## config.mk

```make
export PLATFORM = sky130hd
export DESIGN_NAME = fbds_sequencer
export DESIGN_NICKNAME = d
export VERILOG_FILES = /design/src/hdl/fbds_pkg.sv /design/src/hdl/fbds_dead_timer.sv /design/src/hdl/fbds_gate_stage.sv /design/src/hdl/fbds_sequencer.sv
export SDC_FILE = /design/constraint.sdc
export NUM_CORES = 1
export LEC_CHECK = 0
export BUFFER_PORTS_ARGS = -buffer_cell sky130_fd_sc_hd__buf_4
export CAP_MARGIN = 5
export CORE_MARGIN = 4
export CORE_UTILIZATION = 38
export CTS_BUF_LIST = sky130_fd_sc_hd__clkbuf_4 sky130_fd_sc_hd__clkbuf_8
export DETAILED_ROUTE_END_ITERATION = 10
export PLACE_DENSITY_LB_ADDON = 0.15
export REMOVE_ABC_BUFFERS = 1
export SYNTH_ARGS = -nofsm -noshare
export SYNTH_HDL_FRONTEND = slang
export SYNTH_SLANG_ARGS = --single-unit
```

## constraint.sdc

```tcl
create_clock -name clock -period 1 [get_ports clock]
set_input_delay 0.2 -clock clock [delete_from_list [all_inputs] [get_ports clock]]
set_output_delay 0.2 -clock clock [all_outputs]
set_load 0.05 [all_outputs]
```

## src/hdl/fbds_pkg.sv

```systemverilog
// package: shared constants and types for the full-bridge drive sequencer
package fbds_pkg;
  // dead time per variant, in ns (1.0 us and 0.5 us)
  localparam int DEAD_LONG_NS = 1000;
  localparam int DEAD_SHORT_NS = 500;
  localparam int CLOCK_PERIOD_NS = 5;
  // least time rounds up to whole cycles
  localparam int DEAD_LONG_CYC = (DEAD_LONG_NS + CLOCK_PERIOD_NS - 1) /
                                 CLOCK_PERIOD_NS;
  localparam int DEAD_SHORT_CYC = (DEAD_SHORT_NS + CLOCK_PERIOD_NS - 1) /
                                  CLOCK_PERIOD_NS;
  localparam int CNT_W = 16;
  localparam logic [1:0] RST_SYNC_INIT = 2'h0;

  typedef enum logic [2:0] {
    FBDS_LOCKOUT,
    FBDS_PRECHARGE,
    FBDS_DEAD_A,
    FBDS_PAIR_A,
    FBDS_DEAD_B,
    FBDS_PAIR_B,
    FBDS_HALT,
    FBDS_FAULT
  } fbds_state_t;
endpackage

```

## src/hdl/fbds_dead_timer.sv

```systemverilog
// dead-time counter: counts a fixed number of cycles after a start pulse
`timescale 1ns/1ps
module fbds_dead_timer #(
  parameter int CYCLES = fbds_pkg::DEAD_LONG_CYC
) (
  input wire logic clock,
  input wire logic rstN,
  input wire logic start,
  input wire logic abort,
  output logic done
);
  localparam int CW = fbds_pkg::CNT_W;
  // cut on purpose: counts stay far below the counter range
  localparam logic [CW-1:0] LOAD = CW'(CYCLES - 1);
  localparam logic [fbds_pkg::CNT_W-1:0] ZERO = '0;

  logic [fbds_pkg::CNT_W-1:0] count_ff;
  logic running_ff;
  logic [fbds_pkg::CNT_W-1:0] nxt_count;
  logic nxt_running;
  wire expire = running_ff && (count_ff == ZERO);

  assign done = expire && !start && !abort;
  assign nxt_running = start ? 1'b1 : ((abort || expire) ? 1'b0 : running_ff);
  assign nxt_count = start ? LOAD :
                     (running_ff && !expire ? count_ff - 1'b1 : count_ff);

  always_ff @(posedge clock or negedge rstN) begin
    if (!rstN) begin
      count_ff <= ZERO;
      running_ff <= 1'b0;
    end else begin
      count_ff <= nxt_count;
      running_ff <= nxt_running;
    end
  end
endmodule

```

## src/hdl/fbds_gate_stage.sv

```systemverilog
// gate stage: registered outputs with per-leg interlock and bootstrap enable
`timescale 1ns/1ps
module fbds_gate_stage (
  input wire logic clock,
  input wire logic rstN,
  input wire logic wantLow1,
  input wire logic wantLow2,
  input wire logic wantHigh1,
  input wire logic wantHigh2,
  output logic lowSideGateOne,
  output logic lowSideGateTwo,
  output logic highSideGateOne,
  output logic highSideGateTwo,
  output logic bootstrapOne,
  output logic bootstrapTwo
);
  logic lowOne_ff, lowTwo_ff, highOne_ff, highTwo_ff;
  // low side wins a conflict: never both on one leg
  wire nxtHighOne = wantHigh1 && !wantLow1;
  wire nxtHighTwo = wantHigh2 && !wantLow2;

  always_ff @(posedge clock or negedge rstN) begin
    if (!rstN) begin
      lowOne_ff <= 1'b0;
      lowTwo_ff <= 1'b0;
      highOne_ff <= 1'b0;
      highTwo_ff <= 1'b0;
    end else begin
      lowOne_ff <= wantLow1;
      lowTwo_ff <= wantLow2;
      highOne_ff <= nxtHighOne;
      highTwo_ff <= nxtHighTwo;
    end
  end

  assign lowSideGateOne = lowOne_ff;
  assign lowSideGateTwo = lowTwo_ff;
  assign highSideGateOne = highOne_ff;
  assign highSideGateTwo = highTwo_ff;
  // bootstrap switch follows its own leg's low side
  assign bootstrapOne = lowOne_ff;
  assign bootstrapTwo = lowTwo_ff;
endmodule

```

## src/hdl/fbds_sequencer.sv

```systemverilog
// top: full-bridge drive sequencer state machine
// Functional notes
// - lockout holds all four gates low
// - leaving lockout starts oscillation
// - resistor drive high on leaving lockout
// - lower level: pair one after dead time
// - upper level: swap pairs, resistor low
// - falling lower level: swap back, resistor high
// - dead time 1.0 or 0.5 us
// - bootstrap only while own low side high
// - both low sides high during precharge ramp
// - ramp below shutdown level stops, highs low
// - lows stay high below lower level
// - ramp release resumes from precharge
// - latched shutdown forces fault, all low
// - fault cleared only by supply recycle
`timescale 1ns/1ps
module fbds_sequencer #(
  parameter bit SHORT_DEAD = 1'b0
) (
  input wire logic clock,
  input wire logic nrst,
  input wire logic supplyLockoutState,
  input wire logic rampAboveLower,
  input wire logic rampAboveUpper,
  input wire logic rampBelowShutdown,
  input wire logic latchedShutdownIn,
  output logic lowSideGateOne,
  output logic lowSideGateTwo,
  output logic highSideGateOne,
  output logic highSideGateTwo,
  output logic bootstrapOne,
  output logic bootstrapTwo,
  output logic timingResistorDrive,
  output logic faultActive
);
  localparam int DEAD_CYC = SHORT_DEAD ? fbds_pkg::DEAD_SHORT_CYC :
                                         fbds_pkg::DEAD_LONG_CYC;

  ////////////////////////////////////////////////////////////////////////
  logic [1:0] rstSync_ff;
  wire rstN = rstSync_ff[1];

  always_ff @(posedge clock or negedge nrst) begin
    if (!nrst) begin
      rstSync_ff <= fbds_pkg::RST_SYNC_INIT;
    end else begin
      rstSync_ff <= {rstSync_ff[0], 1'b1};
    end
  end

  ////////////////////////////////////////////////////////////////////////
  fbds_pkg::fbds_state_t state_ff, nxt_state;
  logic resDrive_ff, nxt_resDrive;
  logic deadStart;
  logic deadDone;
  wire deadAbort;

  // inputs are used directly as synchronous levels
  wire inLockout = supplyLockoutState;
  wire shutTrip = latchedShutdownIn;
  wire haltReq = rampBelowShutdown;

  assign deadAbort = inLockout || shutTrip || haltReq;

  fbds_dead_timer #(
    .CYCLES(DEAD_CYC)
  ) uDead (
    .clock(clock),
    .rstN(rstN),
    .start(deadStart),
    .abort(deadAbort),
    .done(deadDone)
  );

  always_comb begin
    nxt_state = state_ff;
    nxt_resDrive = resDrive_ff;
    deadStart = 1'b0;
    case (state_ff)
      fbds_pkg::FBDS_LOCKOUT: begin
        nxt_resDrive = 1'b0;
        if (!inLockout) begin
          nxt_state = fbds_pkg::FBDS_PRECHARGE;
          nxt_resDrive = 1'b1;
        end
      end
      fbds_pkg::FBDS_PRECHARGE: begin
        if (rampAboveLower && !haltReq) begin
          nxt_state = fbds_pkg::FBDS_DEAD_A;
          deadStart = 1'b1;
        end
      end
      fbds_pkg::FBDS_DEAD_A: begin
        if (deadDone) begin
          nxt_state = fbds_pkg::FBDS_PAIR_A;
        end
      end
      fbds_pkg::FBDS_PAIR_A: begin
        if (rampAboveUpper) begin
          nxt_state = fbds_pkg::FBDS_DEAD_B;
          nxt_resDrive = 1'b0;
          deadStart = 1'b1;
        end
      end
      fbds_pkg::FBDS_DEAD_B: begin
        if (deadDone) begin
          nxt_state = fbds_pkg::FBDS_PAIR_B;
        end
      end
      fbds_pkg::FBDS_PAIR_B: begin
        if (!rampAboveLower) begin
          nxt_state = fbds_pkg::FBDS_DEAD_A;
          nxt_resDrive = 1'b1;
          deadStart = 1'b1;
        end
      end
      fbds_pkg::FBDS_HALT: begin
        nxt_resDrive = 1'b1;
        // released ramp restarts at the precharge phase
        if (!haltReq) begin
          nxt_state = fbds_pkg::FBDS_PRECHARGE;
        end
      end
      fbds_pkg::FBDS_FAULT: begin
        nxt_resDrive = 1'b0;
      end
      default: begin
        nxt_state = fbds_pkg::FBDS_LOCKOUT;
        nxt_resDrive = 1'b0;
      end
    endcase
    // priority: lockout over fault over halt
    if (state_ff != fbds_pkg::FBDS_LOCKOUT &&
        state_ff != fbds_pkg::FBDS_FAULT && haltReq && !shutTrip) begin
      nxt_state = fbds_pkg::FBDS_HALT;
      nxt_resDrive = 1'b1;
      deadStart = 1'b0;
    end
    if (shutTrip && state_ff != fbds_pkg::FBDS_LOCKOUT) begin
      nxt_state = fbds_pkg::FBDS_FAULT;
      nxt_resDrive = 1'b0;
      deadStart = 1'b0;
    end
    if (inLockout) begin
      // only a trip through lockout leaves the fault state
      nxt_state = fbds_pkg::FBDS_LOCKOUT;
      nxt_resDrive = 1'b0;
      deadStart = 1'b0;
    end
  end

  always_ff @(posedge clock or negedge rstN) begin
    if (!rstN) begin
      state_ff <= fbds_pkg::FBDS_LOCKOUT;
      resDrive_ff <= 1'b0;
    end else begin
      state_ff <= nxt_state;
      resDrive_ff <= nxt_resDrive;
    end
  end

  ////////////////////////////////////////////////////////////////////////
  // gate wishes from the next state so outputs align with it
  wire sLock = nxt_state == fbds_pkg::FBDS_LOCKOUT;
  wire sFault = nxt_state == fbds_pkg::FBDS_FAULT;
  wire sPre = nxt_state == fbds_pkg::FBDS_PRECHARGE;
  wire sHalt = nxt_state == fbds_pkg::FBDS_HALT;
  wire sPairA = nxt_state == fbds_pkg::FBDS_PAIR_A;
  wire sPairB = nxt_state == fbds_pkg::FBDS_PAIR_B;
  wire allOff = sLock || sFault;
  // halted ramp is below lower level, so lows stay on
  wire bothLow = sPre || sHalt;

  wire wantLow1 = !allOff && (bothLow || sPairA);
  wire wantLow2 = !allOff && (bothLow || sPairB);
  wire wantHigh1 = !allOff && sPairB;
  wire wantHigh2 = !allOff && sPairA;

  fbds_gate_stage uGate (
    .clock(clock),
    .rstN(rstN),
    .wantLow1(wantLow1),
    .wantLow2(wantLow2),
    .wantHigh1(wantHigh1),
    .wantHigh2(wantHigh2),
    .lowSideGateOne(lowSideGateOne),
    .lowSideGateTwo(lowSideGateTwo),
    .highSideGateOne(highSideGateOne),
    .highSideGateTwo(highSideGateTwo),
    .bootstrapOne(bootstrapOne),
    .bootstrapTwo(bootstrapTwo)
  );

  assign timingResistorDrive = resDrive_ff;
  assign faultActive = state_ff == fbds_pkg::FBDS_FAULT;
endmodule

```

==> results.md <==
- DP HPWL: 3090 microns
- F_max: 464 MHz
- GRT Total Usage: 0.174
- Filler cells: 294
- DR iter-0 viols: 68
- Final setup fails: 33
- Top delay family on crit path: simple AND/OR/NAND/NOR gates
- Via count of the routed design: 1,562
- Status: finished, violations left
- Commonest cells after routing, fill and taps aside: 58 x buf_4, 24 x dfrtp_1, 17 x nor2_1, 16 x buf_6, 10 x nand2_1
- Setup ws final: -1.16 ns
- Unrepaired setup endpoints after global routing: yes
- Most common cell after layout, fill and taps aside: buf_4
- Switching part of the total: 0.389
- Slew @ Worst Pin: 0.635 ns
- CTS Buf Count: 3
- First-pass GRT wire length: 7230 microns
- Initial antenna violation count: 0
- P&R area growth vs syn: 62.6%
- Routed Antenna Nets: 0
- # IOs: 15
- Initial Util: 0.405
- Period utilisation layout: 2.16
- Pre-Repair DR Iteration Count: 4
- CTS max path bufs: 2
- Psw: 2050 uW
- Routability cong.: 0.838
- Height of the die: 71.7 microns
- Layout net count: 249
- Post-route cell area: 2500 sq um
- Register area: 679 sq um
- Violated checks: negative setup slack
- Required @ worst endpoint: 1.18 ns
- Pwr/cell area: 2100 nW/um^2
- Share of power burned in the clock network: 0.118
- Clk root buf: clkbuf_8
- Synth unique cells: 43
- DRC viols: 0
- Register area share after synthesis: 0.439
- Sequential Power Share: 0.333
- Max_cap viols: 0
- Worst setup SP type: register
- Row cnt: 22
- CTS tree: yes
- Cell Area, Synth: 1540 sq um
- CP Max Fanout: 6
- H-tree Lvls: 1
- Routed len/inst: 15.7 microns
- Slew Viols, Final: 0
- Number of vias per cell: 5.44
- Largest net degree at the start of global routing: 26
- Critical path endpoint category: register
- Worst path max stage delay: 0.59 ns
- WL final: 4510 microns
- Placed cell areas: 2070 sq um
- Clock Sinks: 27
- Total grt overflow: 0
- Hold Fails Final Rpt: 0
- Post-layout min period: 2.16 ns
- Syn Area/Cell: 9.33 sq um
- Multi-input combinational cell area: 1010 sq um
- Clock-pin slew on the worst setup and hold paths: 0.10 ns
- Worst IR drop on VDD: 0.808 mV
- Port buffer count: 14
- Skew final: 0.00597 ns
- Combinational power share: 0.549
- Vias in the first global route: 1,593
- Internal: 3210 uW
- Worst Path Arrival: 2.33 ns
- Top FF cell, synth: dfrtp_1
- Number of synthesized flops with an enable pin: 0
- Yosys Warn Count: 0
- Layout cells sized above 1: 0.531
- Buf/Inv on CP: 2
- Antenna diode count: 0
- Core ar.: 3800 sq um
- Post-synthesis cell count: 165
- Slowest CP cell: or4_4
- Flops & latches, synth: 27
- Clock latency on the worst-skew pair: 0.27 ns
- FFs w/ async S/R, synth: 1.00
- Relative slew slack: 0.572
- Setup_tns: -23.68 ns
- Critical path, cell by cell: inv_2 -> ha_4 -> or3b_4 -> or4_4 -> o21ai_4 -> buf_6 -> a21oi_4 -> nor4_2
- Leakage power: 0.00108 uW
- Die area: 5140 sq um
- Worst setup path category: reg2reg
- Die X: 71.7 microns
- Min-delay worst type: in2reg
==> worst paths after layout <==
path / from / end / slack, ns / depth (start not counted)
setup / recovery: uDead.count_ff[0] / uGate.highSideGateOne / -1.16 / 8
hold / removal: supplyLockoutState / uDead.running_ff / 0.14 / 2
setup reg to reg: uDead.count_ff[0] / uGate.highSideGateOne / -1.16 / 8
hold reg to reg: rstSync_ff[1] / uGate.bootstrapTwo / 0.24 / 1
max in group asynchronous: rstSync_ff[1] / state_ff[1] / 0.50 / 1
min in group asynchronous: nrst / rstSync_ff[1] / 0.24 / 2
==> Yosys cell counts, types with 3 or more instances <==
cell       n  share of area
nor3_1     4          0.013
nor4_1     3          0.012
xnor2_1    7          0.040
nor2_1    20          0.049
or3_1      4          0.016
dfrtp_1   27           0.44
or4_4      3          0.022
a211o_1    3          0.017
xor2_1     4          0.023
nand3_1    6          0.019
nand4_1    3          0.012
inv_1      6          0.015
clkbuf_1   7          0.017
a21oi_1    9          0.029
o21ai_0    9          0.029
o31ai_1    3          0.015
nor4b_1    4          0.023
nand2_1   10          0.024
==> registers in the layout, summed over array words and instances (netlist names) <==
signal                 flops
uDead.count_ff            16
state_ff                   3
uGate.bootstrapOne         1
uGate.highSideGateTwo      1
uGate.highSideGateOne      1
uDead.running_ff           1
uGate.bootstrapTwo         1
rstSync_ff                 2
timingResistorDrive        1
==> cells by family after synthesis <==
kind of cell | after synthesis | synth area share
buffers and inverters | 15 | 0.0414
flip-flops | 27 | 0.439
other | 1 | 0.00243
XOR/XNOR | 11 | 0.0625
AO/OA/AOI/OAI | 36 | 0.163
adder cells (fa/ha/maj) | 2 | 0.0162
AND/OR/NAND/NOR | 73 | 0.275
==> power groups by stage <==
stage	logic [uW]	registers, uW	clock network (uW)
after CTS	2570	1750	643
after global placement	2220	1720	0
after detailed placement	2310	1740	0
final	2890	1750	620
after global routing	3120	1800	689
after floorplan	820	2050	0
==> stage by stage <==
stage	power [uW]	instances	setup WS (ns)	utilization	hold slack (ns)
floorplan	2870	156	-1.17	-	-0.0956
global placement	3940	271	-1.15	0.546	-0.0177
detailed placement	4050	271	-1.26	0.546	-0.0134
CTS	4950	282	-1.17	0.610	0.135
global route	5620	287	-1.25	0.659	0.142
finish	5260	287	-1.16	0.659	0.136
==> metal layers <==
layer / vias to the layer above / GRT usage / share of wire
met4: 0 / 0.0522 / 0.012
met5: - / 0 / 0
li1: 749 / - / -
met2: 28 / 0.305 / 0.52
met1: 779 / 0.220 / 0.44
met3: 6 / 0.0266 / 0.029
==> worst register-to-register path: cells and delay by family (launching register included) <==
kind                       cells  cell delay [ns]
buffers and inverters          2             0.21
adders and majority gates      1             0.12
AOI/OAI and AO/OA              2             0.21
DFF                            1             0.40
and+or+nand+nor                3             1.13
==> area by class of cell <==
type                    instances  share of cell area
clock buffers                   3              0.0165
clock inverters                 1             0.00200
inverters                       6             0.00999
multi-input cells             123               0.403
flip-flops and latches         27               0.271
well taps                      48              0.0240
repair buffers                 79               0.274
==> timing repair <==
| item | CTS | global route |
|---|---|---|
| resized for setup | 31 | 40 |
| pin swaps | 12 | 20 |
| cloned | 1 | 0 |
| setup buffers | 5 | 5 |
| hold endpoints to repair | 2 | 0 |
| setup endpoints to repair | 33 | 33 |
| hold buffers | 1 | 0 |
Power figures use the tool's default switching activity.
